==> src/inc/pmcap_defines.svh <==
/*
  Offsets, field positions, reset values and field encodings of the power-management capability word.
  Assumes inclusion by bare name from any file that needs them; holds definitions only.
*/
`ifndef PMCAP_DEFINES_SVH
`define PMCAP_DEFINES_SVH

// ----------------------------------------------------------------------------
// Register placement within the capability item
// ----------------------------------------------------------------------------
`define PMCAP_OFF_WORD      8'h02

// ----------------------------------------------------------------------------
// Field layout of the capability word
// ----------------------------------------------------------------------------
`define PMCAP_PME_MSB       15
`define PMCAP_PME_LSB       11
`define PMCAP_D2_BIT        10
`define PMCAP_PME_D0_BIT    0
`define PMCAP_PME_D1_BIT    1
`define PMCAP_PME_D2_BIT    2
`define PMCAP_PME_D3H_BIT   3
`define PMCAP_PME_D3C_BIT   4

// ----------------------------------------------------------------------------
// Field values and reset values
// ----------------------------------------------------------------------------
`define PMCAP_PME_OFF       5'h00
`define PMCAP_PME_NOAUX     5'h09
`define PMCAP_PME_AUX       5'h19
`define PMCAP_D2_VALUE      1'h0
`define PMCAP_WORD_RST      16'h0000
`define PMCAP_DATA_RST      16'h0000
`define PMCAP_LOW_ZERO      10'h000

`endif

==> src/inc/pmcap_pkg.sv <==
/*
  Types and the shared capability-field encoder for the power-management capability word.
  Assumes pmcap_defines.svh is on the include path.
*/
`include "pmcap_defines.svh"

package pmcap_pkg;

  // --------------------------------------------------------------------------
  // Types
  // --------------------------------------------------------------------------
  typedef logic [15:0] pmcap_word_t;
  typedef logic [4:0]  pmcap_pme_t;

  typedef enum logic [1:0] {
    PMCAP_IDLE = 2'h0,
    PMCAP_ACK  = 2'h1
  } pmcap_state_e;

  // --------------------------------------------------------------------------
  // Capability field from the power-management enable and the aux supply
  // --------------------------------------------------------------------------
  function automatic pmcap_pme_t pmcap_pme_field(input logic pm_en, input logic aux);
    pmcap_pme_t f;
    f = `PMCAP_PME_OFF; // RULE2 RULE5
    if (pm_en && aux) begin
      f = `PMCAP_PME_AUX; // RULE4 RULE6
    end else if (pm_en) begin
      f = `PMCAP_PME_NOAUX; // RULE3 RULE6
    end
    return f;
  endfunction : pmcap_pme_field

endpackage : pmcap_pkg

==> src/hw/pmcap_word_gen.sv <==
/*
  Builds the capability word each cycle from the power-management enable and the aux supply level.
  Assumes both inputs are synchronous to sys_clk; the word lags them by one clock.
*/
`timescale 1ns/1ns
`include "pmcap_defines.svh"

module pmcap_word_gen (
  input  wire logic                sys_clk,
  input  wire logic                nrst,
  input  wire logic                pm_enable,
  input  wire logic                aux_supply_present,
  output      pmcap_pkg::pmcap_word_t cap_word
);

  // --------------------------------------------------------------------------
  // Word assembly
  // --------------------------------------------------------------------------
  pmcap_pkg::pmcap_word_t next_cap_word;

  always_comb begin
    next_cap_word = `PMCAP_WORD_RST;
    // Unsupported states stay zero because the encoder only ever sets D0, D3hot, D3cold
    next_cap_word[`PMCAP_PME_MSB:`PMCAP_PME_LSB] = pmcap_pkg::pmcap_pme_field(pm_enable, aux_supply_present); // RULE1
    next_cap_word[`PMCAP_D2_BIT] = `PMCAP_D2_VALUE; // RULE7
  end

  // Tracked every cycle so a strap change shows on the next read without a reset
  always_ff @(posedge sys_clk or negedge nrst) begin
    if (!nrst) begin
      cap_word <= `PMCAP_WORD_RST;
    end else begin
      cap_word <= next_cap_word; // RULE9
    end
  end

endmodule : pmcap_word_gen

==> src/hw/pmcap_cfg.sv <==
/*
  Configuration-space slave for the read-only power-management capability word.
  Assumes one configuration read or write request pulse at a time, with a new request only after
  the previous one has been acknowledged; pm_enable and aux_supply_present are synchronous levels.
*/
`timescale 1ns/1ns
`include "pmcap_defines.svh"

// Summary of operation
// RULE1 - PME capability field sits in bits 15:11
// RULE2 - States without PME support read zero
// RULE3 - Enabled management sets D0 and D3hot
// RULE4 - Enabled with aux supply adds D3cold
// RULE5 - Disabled management returns all-zero field
// RULE6 - Field is 01001 or 11001 when enabled
// RULE7 - State_d2_supported bit always reads zero
// RULE8 - Host keeps clock running unless reset
// RULE9 - Writes ignored; reads track live inputs
module pmcap_cfg (
  input  wire logic        sys_clk,
  input  wire logic        nrst,
  input  wire logic        pm_enable,
  input  wire logic        aux_supply_present,
  input  wire logic        cfg_rd,
  input  wire logic        cfg_wr,
  input  wire logic [7:0]  cfg_off,
  input  wire logic [15:0] cfg_wdata,
  output      logic [15:0] cfg_rdata,
  output      logic        cfg_ack,
  output      logic [4:0]  pme_capable
);

  // --------------------------------------------------------------------------
  // Capability word source
  // --------------------------------------------------------------------------
  pmcap_pkg::pmcap_word_t cap_word;

  pmcap_word_gen u_word_gen (
    .sys_clk            (sys_clk),
    .nrst               (nrst),
    .pm_enable          (pm_enable),
    .aux_supply_present (aux_supply_present),
    .cap_word           (cap_word)
  );

  // --------------------------------------------------------------------------
  // Access sequencer
  // --------------------------------------------------------------------------
  pmcap_pkg::pmcap_state_e state;
  pmcap_pkg::pmcap_state_e next_state;
  logic [15:0]             next_cfg_rdata;
  logic                    next_cfg_ack;
  logic [4:0]              next_pme_capable;
  logic                    req;
  logic                    hit;

  // Write data is never stored; the word has no writable field
  logic                    wdata_unused;

  assign req          = cfg_rd | cfg_wr;
  assign hit          = (cfg_off == `PMCAP_OFF_WORD);
  assign wdata_unused = ^cfg_wdata;

  always_comb begin
    next_state       = state;
    next_cfg_rdata   = `PMCAP_DATA_RST;
    next_cfg_ack     = 1'b0;
    next_pme_capable = cap_word[`PMCAP_PME_MSB:`PMCAP_PME_LSB];
    unique case (state)
      pmcap_pkg::PMCAP_IDLE: begin
        if (req) begin
          next_state   = pmcap_pkg::PMCAP_ACK;
          next_cfg_ack = 1'b1;
          // Read of the word returns the live value; other offsets and writes return zero
          if (cfg_rd && !cfg_wr && hit) begin
            next_cfg_rdata = cap_word; // RULE9
          end
        end
      end
      pmcap_pkg::PMCAP_ACK: begin
        // Requests in this cycle are dropped; the host waits for the acknowledge
        next_state = pmcap_pkg::PMCAP_IDLE;
      end
      default: begin
        next_state = pmcap_pkg::PMCAP_IDLE;
      end
    endcase
  end

  always_ff @(posedge sys_clk or negedge nrst) begin
    if (!nrst) begin
      state       <= pmcap_pkg::PMCAP_IDLE;
      cfg_rdata   <= `PMCAP_DATA_RST;
      cfg_ack     <= 1'b0;
      pme_capable <= `PMCAP_PME_OFF;
    end else begin
      state       <= next_state;
      cfg_rdata   <= next_cfg_rdata;
      cfg_ack     <= next_cfg_ack;
      pme_capable <= next_pme_capable;
    end
  end

  // --------------------------------------------------------------------------
  // Checks
  // --------------------------------------------------------------------------
  // Helper: a read of the word answered this cycle, with the inputs it reflects
  logic word_read_ack;
  logic rd_hit_q;
  logic en_q2;
  logic aux_q2;
  logic en_q1;
  logic aux_q1;

  always_ff @(posedge sys_clk or negedge nrst) begin
    if (!nrst) begin
      rd_hit_q <= 1'b0;
      en_q1    <= 1'b0;
      aux_q1   <= 1'b0;
      en_q2    <= 1'b0;
      aux_q2   <= 1'b0;
    end else begin
      rd_hit_q <= (state == pmcap_pkg::PMCAP_IDLE) && cfg_rd && !cfg_wr && hit;
      en_q1    <= pm_enable;
      aux_q1   <= aux_supply_present;
      en_q2    <= en_q1;
      aux_q2   <= aux_q1;
    end
  end

  assign word_read_ack = cfg_ack && rd_hit_q;

  AST_FIELD_VALUE: assert property (@(posedge sys_clk) disable iff (!nrst) // RULE6
    word_read_ack && en_q2 |-> cfg_rdata[`PMCAP_PME_MSB:`PMCAP_PME_LSB] == (aux_q2 ? `PMCAP_PME_AUX : `PMCAP_PME_NOAUX))
    else $error("capability field wrong with management enabled");

  AST_FIELD_POS: assert property (@(posedge sys_clk) disable iff (!nrst) // RULE1
    word_read_ack |-> cfg_rdata[`PMCAP_PME_MSB:`PMCAP_PME_LSB] == {en_q2 & aux_q2, en_q2, 1'b0, 1'b0, en_q2}
                      && cfg_rdata[9:0] == `PMCAP_LOW_ZERO)
    else $error("capability field not in bits 15:11");

  AST_NO_D1_D2_PME: assert property (@(posedge sys_clk) disable iff (!nrst) // RULE2
    word_read_ack |-> cfg_rdata[12] == 1'b0 && cfg_rdata[13] == 1'b0)
    else $error("PME reported from an unsupported state");

  // Two register stages lie between the enable pin and pme_capable
  AST_D0_D3HOT: assert property (@(posedge sys_clk) disable iff (!nrst) // RULE3
    $past(pm_enable, 2) |-> pme_capable[`PMCAP_PME_D0_BIT] && pme_capable[`PMCAP_PME_D3H_BIT])
    else $error("D0 or D3hot PME missing while enabled");

  AST_D3COLD: assert property (@(posedge sys_clk) disable iff (!nrst) // RULE4
    ##2 pme_capable[`PMCAP_PME_D3C_BIT] == ($past(pm_enable, 2) && $past(aux_supply_present, 2)))
    else $error("D3cold PME does not follow enable and aux supply");

  AST_DISABLED_ZERO: assert property (@(posedge sys_clk) disable iff (!nrst) // RULE5
    word_read_ack && !en_q2 |-> cfg_rdata[15:11] == 5'h00)
    else $error("capability field not zero while disabled");

  AST_D2_ZERO: assert property (@(posedge sys_clk) disable iff (!nrst) // RULE7
    cfg_ack |-> cfg_rdata[10] == 1'b0)
    else $error("State_d2_supported bit set");

  AST_WRITE_IGNORED: assert property (@(posedge sys_clk) disable iff (!nrst) // RULE9
    (state == pmcap_pkg::PMCAP_IDLE) && cfg_wr
      |=> cfg_ack && cfg_rdata == `PMCAP_DATA_RST
      ##1 !cfg_ack && cap_word[`PMCAP_PME_MSB:`PMCAP_PME_LSB] == {en_q1 & aux_q1, en_q1, 1'b0, 1'b0, en_q1})
    else $error("write disturbed the capability word");

  AST_ACK_ONCE: assert property (@(posedge sys_clk) disable iff (!nrst)
    (state == pmcap_pkg::PMCAP_IDLE) && req |=> cfg_ack ##1 !cfg_ack)
    else $error("acknowledge not a single cycle after request");

  AST_UNMAPPED_ZERO: assert property (@(posedge sys_clk) disable iff (!nrst)
    (state == pmcap_pkg::PMCAP_IDLE) && cfg_rd && !hit |=> cfg_rdata == 16'h0000)
    else $error("unmapped offset returned data");

endmodule : pmcap_cfg

==> config.mk <==
export PLATFORM = sky130hd
export DESIGN_NAME = pmcap_cfg
export DESIGN_NICKNAME = d
export VERILOG_FILES = /design/src/inc/pmcap_pkg.sv /design/src/hw/pmcap_word_gen.sv /design/src/hw/pmcap_cfg.sv
export VERILOG_INCLUDE_DIRS = /design/src /design/src/inc
export SDC_FILE = /design/constraint.sdc
export NUM_CORES = 1
export LEC_CHECK = 0
export ABC_AREA = 0
export BUFFER_PORTS_ARGS = -buffer_cell sky130_fd_sc_hd__buf_2
export CAP_MARGIN = 40
export CELL_PAD_IN_SITES_DETAIL_PLACEMENT = 1
export CELL_PAD_IN_SITES_GLOBAL_PLACEMENT = 1
export CORE_UTILIZATION = 19
export DETAILED_ROUTE_END_ITERATION = 8
export GPL_TIMING_DRIVEN = 0
export PLACE_DENSITY_LB_ADDON = 0.25
export SLEW_MARGIN = 20
export SYNTH_ARGS = -nofsm -noshare
export SYNTH_HDL_FRONTEND = slang
export SYNTH_SLANG_ARGS = --single-unit
==> constraint.sdc <==
create_clock -name sys_clk -period 1.5 [get_ports sys_clk]
set_clock_uncertainty 0.2 [all_clocks]
set_input_delay 0.075 -clock sys_clk [delete_from_list [all_inputs] [get_ports sys_clk]]
set_output_delay 0.075 -clock sys_clk [all_outputs]
set_load 0.02 [all_outputs]
### Word-level counts from Yosys, hierarchy flattened

Index checks and enable logic that the tools add are counted.

* memories kept: 0
* bits in read-only memories: 0
* RAM bits: 0
* bits in latches: 0
* output and inout port bits: 22
* word-level logic and storage cells: 22
* register bits after elaboration: 29

* $lt $le $gt $ge: 0
* equal/unequal tests: 2
* muxes and demuxes: 9
* bitwise operators: 1
* shifts and indexed selects: 0
* multipliers: 0
* add/subtract/negate cells: 0
* reductions and logical operators: 5
* div/mod/pow operators: 0

Operators with widths (number)
* 16-bit 2-to-1 mux: 3
* 8-bit by 2-bit == test with 1-bit output, second input constant: 1
* 5-bit 2-to-1 mux: 1
* 2-bit 2-to-1 mux: 2
* 4-bit 2-to-1 mux: 1
* 1-bit logical AND: 3
* 2-bit zero test: 1
* 1-bit 2-to-1 mux: 2
* 2-bit inequality test, second input constant: 1
* 1-bit zero test: 1
* 1-bit bitwise OR: 1

### Logic depth before layout (Yosys ltp)

Gate-level depths: netlist (run 1).

* depth after elaboration: 6
* depth in mapped cells: 2

### Hierarchy

From an unflattened synthesis (run 1), not the netlist that was laid out.

* cell total of the unflattened synthesis: 88
* area total of the unflattened synthesis: 1126.1 µm²

By module, submodules not included
* pmcap_cfg: seq. area each 575.6 µm², cells each 69, area an instance 957.2 µm², times used 1
* pmcap_word_gen: seq. area each 50.0 µm², cells each 19, area an instance 168.9 µm², times used 1

### Worst setup path before layout (run 1)

Ideal clock, no wire load.

* kind: reg2reg
* start point: register state[0]
* end point: register cfg_rdata[14]
* stages on the path, launching flop included: 3
* library setup time: 0.101 ns
* arrival: 1.009 ns
* period minus slack after synthesis: 1.310 ns
* required time: 1.199 ns
* setup slack: 0.190 ns
* cell sequence: dfrtp_1 -> or4_1 -> nor4_1

* cells in the longest elaborated chain, start to end: 2

Ends and longest elaborated chain
* start: declaration: line pmcap_cfg.sv:49 `pmcap_pkg::pmcap_state_e state;`
* start signal: assignment: line pmcap_cfg.sv:92 `state <= pmcap_pkg::PMCAP_IDLE;`
* start signal: assignment: line pmcap_cfg.sv:97 `state <= next_state;`
* 2-bit zero test: line pmcap_cfg.sv:69 `unique case (state)`
* 16-bit 2-to-1 mux: line pmcap_cfg.sv:69
* end signal: assignment: line pmcap_cfg.sv:93 `` cfg_rdata <= `PMCAP_DATA_RST; ``
* end signal: assignment: line pmcap_cfg.sv:98 `cfg_rdata <= next_cfg_rdata;`
* end: declaration: line pmcap_cfg.sv:28 `output logic [15:0] cfg_rdata,`

Every way passes these cells.
A chain may end at the register's enable or synchronous reset.

### Worst setup path in the final report (run 1)

* start point: input port cfg_rd
* end point: register cfg_rdata[15]

* cells in the longest elaborated chain, start to end: 5
* elaborated cells between the ends (all ways): 6
* classes of those cells: mux (3); bitwise (1); reduce/logical (2)

Ends and longest elaborated chain
* start: declaration: line pmcap_cfg.sv:24 `input wire logic cfg_rd,`
* 1-bit logical AND (2 in series): line pmcap_cfg.sv:75 `if (cfg_rd && !cfg_wr && hit) begin`
* 16-bit 2-to-1 mux: line pmcap_cfg.sv:75
* 16-bit 2-to-1 mux (*): line pmcap_cfg.sv:71 `if (req) begin`
* 16-bit 2-to-1 mux (*): line pmcap_cfg.sv:69
* via next_cfg_rdata[15]: line pmcap_cfg.sv:51 `logic [15:0] next_cfg_rdata;`

Mark *: on every way through the listed nets, which the timed path passes. The rest lies on a longest branch.

==> results of run 1 <==
-- cells by family (layout without fill, tap and decap cells) --
| group | Yosys count | in the layout |
|---|---|---|
| buf+inv | 18 | 48 |
| flops | 8 | 8 |
| other cells | 1 | 15 |
| simple gates | 10 | 10 |
-- how the worst max path moves through the flow --
stage,from,end,slack (ns),cells after the start
after floorplan,state[0]$_DFFE_PN0P_,cfg_rdata[14]$_DFF_PN0_,0.19,2
after global placement,state[0]$_DFFE_PN0P_,cfg_rdata[14]$_DFF_PN0_,0.12,2
after detailed placement,state[0]$_DFFE_PN0P_,cfg_rdata[14]$_DFF_PN0_,0.13,2
after CTS,cfg_wr,cfg_rdata[14]$_DFF_PN0_,0.004,4
after global routing,state[0]$_DFFE_PN0P_,cfg_rdata[14]$_DFF_PN0_,0.004,2
final,cfg_rd,cfg_rdata[15]$_DFF_PN0_,0.07,3
-- critical path, stage by stage --
cell           delay, ns
dlygate4sd3_1       0.55
or4b_4              0.49
nor4_4              0.27
-- power groups by stage --
stage / registers, mW / clock network (mW) / logic [mW]
final: 0.233 / 0.156 / 0.134
after floorplan: 0.244 / 0 / 0.0750
after detailed placement: 0.237 / 0 / 0.113
after CTS: 0.233 / 0.171 / 0.131
after global placement: 0.237 / 0 / 0.112
after global routing: 0.234 / 0.180 / 0.147
-- stage by stage --
stage | utilization, % | area (um2)
after CTS | 35.52 | 696.9
final | 36.10 | 708.2
after floorplan | - | 450.4
after detailed placement | 29.78 | 584.3
after global routing | 36.10 | 708.2
after global placement | 29.78 | 584.3
-- synth_stat cells --
library cell,instances,area [um2]
or4b_1,1,10.01
and2_1,1,6.260
nor4_1,2,12.51
buf_4,17,127.6
or4_1,1,7.510
nor2_1,3,11.26
dfrtp_1,8,200.2
clkbuf_1,1,3.750
conb_1,1,3.750
nand3b_1,2,15.01
-- cell usage in the layout (no fill, tap or decap) --
| cell type | synthesis | final |
|---|---|---|
| nand3b_1 | 2 | 2 |
| nor4_4 | 0 | 1 |
| or4_1 | 1 | 1 |
| nor4_1 | 2 | 1 |
| or4b_4 | 0 | 1 |
| clkbuf_4 | 0 | 3 |
| conb_1 | 1 | 15 |
| dlymetal6s4s_1 | 0 | 1 |
| clkbuf_1 | 1 | 1 |
| dlygate4sd3_1 | 0 | 8 |
| and2_1 | 1 | 1 |
| buf_2 | 0 | 18 |
| buf_4 | 17 | 17 |
| dfrtp_1 | 8 | 8 |
| nor2_1 | 3 | 3 |
-- sequential cells by signal, indices dropped and copies added, names as in the netlist --
name,count
cfg_ack,1
cfg_rdata,2
pme_capable,2
state,1
u_word_gen.cap_word,2
-- what timing repair did --
item / CTS / global route
resized for setup: 0 / 4
setup endpoints to repair: 0 / 2
endpoints found under the hold margin: 14 / 2
-- area by class of cell --
type | count | area (um2) | share of cell area, %
Timing Repair Buffer | 27 | 182.7 | 25.80
Tap cell | 27 | 33.78 | 4.770
Sequential cell | 8 | 200.2 | 28.27
Multi-Input combinational cell | 25 | 137.6 | 19.43
Clock buffer | 3 | 22.52 | 3.180
Buffer | 18 | 131.4 | 18.55
-- layer usage --
metal  track usage [%]  vias to the layer above  routed length (um)
met5                 0                        -                   0
met4             6.667                        0                   0
met3             2.642                        0                  85
met2             17.03                       18                 501
met1             5.046                      172                 244
li1                  -                      176                   -
==> results.py, run 1 <==
metrics = {
    "status": {
        "outcome": "finished, violations left",
        "violations": "negative hold slack",
    },
    "cts": {
        "clock_latency_ns": 0.24,
        "htreeDepth": 1,
        "cts_buffer_depth": 2,
        "ctsHoldBuffers": 9,
        "cts_made_buffers": 3,
        "cts-root-buf": "clkbuf_4",
        "numClockSinks": 8,
        "clk_pin_slew_ns": 0.05,
        "cts_tree": "yes",
        "cts_setup_buffers": 0,
    },
    "synth": {
        "synth_xor_area_share_pct": 0,
        "synthAdderAreaFrac_pct": 0,
        "synth_mux_area_share_pct": 0,
        "yosys.cell_types.count": 10,
        "synthCells": 37,
        "synth_compound_area_share_pct": 0,
        "yosys_warnings": 0,
        "syn_area_per_cell_um2": 10.75,
        "yosys.area_share.simple_pct": 15.72,
        "ys_ff_latch": 8,
        "seq_area_frac_synth_pct": 50.31,
        "synth_top_family_by_area": "buffers and inverters",
        "synth_area_um2": 397.9,
    },
    "hold_path": {
        "holdCritStartpoint": "cfg_off[6]",
        "hold-path-endpoint": "cfg_rdata[15]$_DFF_PN0_",
        "hold_class": "in -> reg",
        "hold_depth": 3,
    },
    "timing": {
        "timing.fmax_mhz": 699.9,
        "setup_slack_ns": 0.07129,
        "hold_viol_final": 2,
        "setup_tns_ns": 0,
        "whs_ns": -0.09197,
        "period_share_pct": 95.25,
        "min_period_ns": 1.429,
        "grt_setup_unrepaired": "no",
        "setup-violations-final": 0,
        "slew_violations": 0,
    },
    "global_route": {
        "globalRouteOverflowTotal": 0,
        "grt_start_max_net_pins": 9,
        "grt_use_total_pct": 8.056,
        "grt_pass1_vias": 337,
        "grt_pass1_wl_mm": 1.179,
        "antenna_found_initial": 0,
    },
    "power_and_ir_drop": {
        "p_leak_nw": 0.4026,
        "combPwrFrac_pct": 25.6,
        "p_sw_share_pct": 26.60,
        "power_frac_clock_pct": 29.9,
        "peakVddDrop_mv": 0.1984,
        "p_int_uw": 383.7,
        "cellPowerDensity_nw_per_um2": 738.3,
        "p_seq_share_pct": 44.6,
        "fin_total_pwr_uw": 522.8,
        "power.switching_uw": 139.1,
    },
    "run": {
        "cap_violations": 0,
    },
    "worst_setup_path": {
        "cp-start-kind": "input pin",
        "reg2regPathDepth": 2,
        "cp-end-kind": "flip-flop",
        "required_ns": 1.46,
        "crit_type": "in -> reg",
        "arrival_ns": 1.39,
        "r2r_start": "state[0]$_DFFE_PN0P_",
        "r2r-end": "cfg_rdata[14]$_DFF_PN0_",
        "cp_max_fo": 2,
        "rrSetupSlack_ns": 0.07,
    },
    "drt": {
        "drt_iter0_drc": 0,
        "via_per_inst": 3.389,
        "remaining_drc_errors": 0,
        "wl_per_cell_um": 7.694,
        "route.vias.total": 366,
        "ant_nets": 0,
        "first_pass_iters": 1,
        "totalWireLength_um": 831,
    },
    "cells_and_area": {
        "antennaDiodeCount": 0,
        "nFillCells": 250,
        "drive_gt1_share_pct": 49.38,
        "area_growth_pct": 77.99,
        "final_net_count": 113,
        "instances_no_fill": 108,
    },
    "floorplanning": {
        "io_pins": 52,
        "core_area_um2": 1962,
        "die_x_um": 47.76,
        "initial_core_util_pct": 20.28,
        "num_rows": 16,
        "die_h_um": 47.76,
        "die_area_um2": 2281,
    },
    "placement": {
        "placed_cells": 98,
        "place_congestion": 0.6451,
        "io_buffers": 20,
        "dp_slack_ns": 0.1255,
    },
}
Power figures use the tool's default switching activity.
==> run 2: changes to the inputs <==
==> constraint.sdc (replaced) <==
create_clock -name sys_clk -period 1.6 [get_ports sys_clk]
set_clock_uncertainty 0.2 [all_clocks]
set_input_delay 0.08 -clock sys_clk [delete_from_list [all_inputs] [get_ports sys_clk]]
set_output_delay 0.08 -clock sys_clk [all_outputs]
set_load 0.02 [all_outputs]
==> run 2 against run 1 <==
Net effect: clock power down 4%; combinational power up 4%; the flow now finishes without violations; critical endpoint is now cfg_rdata[14]$_DFF_PN0_; largest cell class unchanged; largest power group unchanged; cell area up 9.9%.
==> results.py, run 2 (same netlist as run 1, synthesis figures left out) <==
metrics = {
    "hold_path": {
        "hold_class": "in -> reg",
        "hold-path-endpoint": "cfg_rdata[15]$_DFF_PN0_",
        "hold_depth": 4,
        "holdCritStartpoint": "cfg_off[5]",
    },
    "cts": {
        "cts_buffer_depth": 2,
        "clk_pin_slew_ns": 0.05,
        "cts_made_buffers": 3,
        "numClockSinks": 8,
        "cts_tree": "yes",
        "cts-root-buf": "clkbuf_4",
        "clock_latency_ns": 0.25,
        "cts_setup_buffers": 0,
        "htreeDepth": 1,
    },
    "run": {
        "cap_violations": 0,
    },
    "cells_and_area": {
        "most-common-layout-cells": "buf_2 (18), buf_4 (17), conb_1 (15)",
        "area_growth_pct": 95.60,
        "drive_gt1_share_pct": 48.28,
        "final_common_cell": "buf_2",
        "antennaDiodeCount": 0,
        "reg.largest.list": "cfg_rdata (2), pme_capable (2), u_word_gen.cap_word (2)",
        "final_area_um2": 778.2,
        "nFillCells": 257,
        "final_net_count": 119,
    },
    "global_route": {
        "globalRouteOverflowTotal": 0,
        "grt_pass1_wl_mm": 1.393,
        "grt_pass1_vias": 374,
        "grt_use_total_pct": 9.373,
        "grt_start_max_net_pins": 9,
        "antenna_found_initial": 0,
    },
    "worst_setup_path": {
        "rrSetupSlack_ns": 0.19,
        "slowest_delay_ns": 0.53,
        "arrival_ns": 1.51,
        "r2r-end": "cfg_rdata[15]$_DFF_PN0_",
        "required_ns": 1.56,
        "crit_buf_inv": 2,
        "crit_type": "in -> reg",
        "reg2regPathDepth": 2,
        "crit_chain": "dlygate4sd3_1, buf_2, or4b_4, nor4_2",
        "crit_slowest_cell": "dlygate4sd3_1",
        "cp-start-kind": "input pin",
        "r2r_start": "state[0]$_DFFE_PN0P_",
        "cp_max_fo": 2,
        "cp-end-kind": "flip-flop",
        "crit_family": "simple AND/OR/NAND/NOR gates",
    },
    "power_and_ir_drop": {
        "peakVddDrop_mv": 0.1868,
        "combPwrFrac_pct": 27.6,
        "cellPowerDensity_nw_per_um2": 653.2,
        "p_sw_share_pct": 27.14,
        "p_seq_share_pct": 43.1,
        "p_int_uw": 370.4,
        "power.switching_uw": 138.0,
        "power_frac_clock_pct": 29.3,
        "p_leak_nw": 0.4306,
    },
    "drt": {
        "route.vias.total": 396,
        "ant_nets": 0,
        "totalWireLength_um": 988,
        "wl_per_cell_um": 8.667,
        "drt_iter0_drc": 4,
        "via_per_inst": 3.474,
        "first_pass_iters": 2,
        "remaining_drc_errors": 0,
    },
    "floorplanning": {
        "die_x_um": 47.76,
        "die_area_um2": 2281,
        "die_h_um": 47.76,
        "core_area_um2": 1962,
        "num_rows": 16,
        "io_pins": 52,
        "initial_core_util_pct": 20.28,
    },
    "placement": {
        "place_congestion": 0.6451,
        "io_buffers": 20,
        "postPlaceCellArea_um2": 584.3,
    },
    "timing": {
        "timing.fmax_mhz": 643.2,
        "min_period_ns": 1.555,
        "setup_tns_ns": 0,
        "period_share_pct": 97.17,
        "setup-violations-final": 0,
        "grt_setup_unrepaired": "no",
        "whs_ns": 0.1224,
        "hold_viol_final": 0,
        "slew_violations": 0,
    },
    "status": {
        "outcome": "finished clean",
    },
}
[run 2: changes by cell type in the layout (fill, tap and decap cells not counted)]
cell,previous run,this run
or4_1,1,0
or4_4,0,1
nor4_2,0,1
nor4_1,1,0
dlygate4sd3_1,8,14
[run 2: worst max-delay path by stage]
| stage | startpoint | slack [ns] | depth (start not counted) | to |
|---|---|---|---|---|
| after floorplan | state[0]$_DFFE_PN0P_ | 0.29 | 2 | cfg_rdata[14]$_DFF_PN0_ |
| after global placement | state[0]$_DFFE_PN0P_ | 0.22 | 2 | cfg_rdata[14]$_DFF_PN0_ |
| after detailed placement | state[0]$_DFFE_PN0P_ | 0.23 | 2 | cfg_rdata[14]$_DFF_PN0_ |
| after CTS | cfg_off[2] | 0.04 | 4 | cfg_rdata[14]$_DFF_PN0_ |
| after global routing | cfg_off[2] | 0.01 | 4 | cfg_rdata[15]$_DFF_PN0_ |
| final | cfg_off[7] | 0.05 | 4 | cfg_rdata[14]$_DFF_PN0_ |
[run 2: final cells by class]
| class | count | area [um2] | share of cell area, % |
|---|---|---|---|
| timing repair buffer | 33 | 242.7 | 31.19 |
| tap | 27 | 33.78 | 4.341 |
| sequential | 8 | 200.2 | 25.72 |
| buffer | 18 | 131.4 | 16.88 |
| multi-input combinational | 25 | 147.6 | 18.97 |
| clock buffer | 3 | 22.52 | 2.894 |
[run 2: timing repair]
item	CTS	global route
resized for setup	0	6
hold buffers	15	0
endpoints found under the hold margin	14	0
endpoints found under the setup margin	0	2
[run 2: per-stage QoR]
stage | utilization (%) | instances | total power, mW | setup slack (ns)
6_report | 39.67 | 114 | 0.5084 | 0.04536
5_1_grt | 39.67 | 114 | 0.5420 | 0.01167
4_1_cts | 38.58 | 116 | 0.5127 | 0.03800
3_5_place_dp | 29.78 | 98 | 0.3277 | 0.2255
3_3_place_gp | 29.78 | 98 | 0.3268 | 0.2233
2_1_floorplan | - | 51 | 0.2988 | 0.2904
[run 2: routing by layer]
metal	track usage (%)	wire length, um
met1	6.422	325
met2	20.00	580
met3	2.642	82
met4	6.667	0
met5	0	0
[run 2: power by group through the flow]
| stage | combinational, mW | sequential, mW | clock, mW |
|---|---|---|---|
| 3_5_place_dp | 0.106 | 0.222 | 0 |
| 5_1_grt | 0.153 | 0.220 | 0.169 |
| 6_report | 0.140 | 0.219 | 0.149 |
| 2_1_floorplan | 0.0703 | 0.228 | 0 |
| 3_3_place_gp | 0.105 | 0.222 | 0 |
| 4_1_cts | 0.134 | 0.218 | 0.160 |
[run 2: tightest hold or removal path, cell delays in order]
cell            delay [ns]
dlymetal6s4s_1        0.17
buf_2                 0.11
or4_4                 0.13
nor4_4                0.04
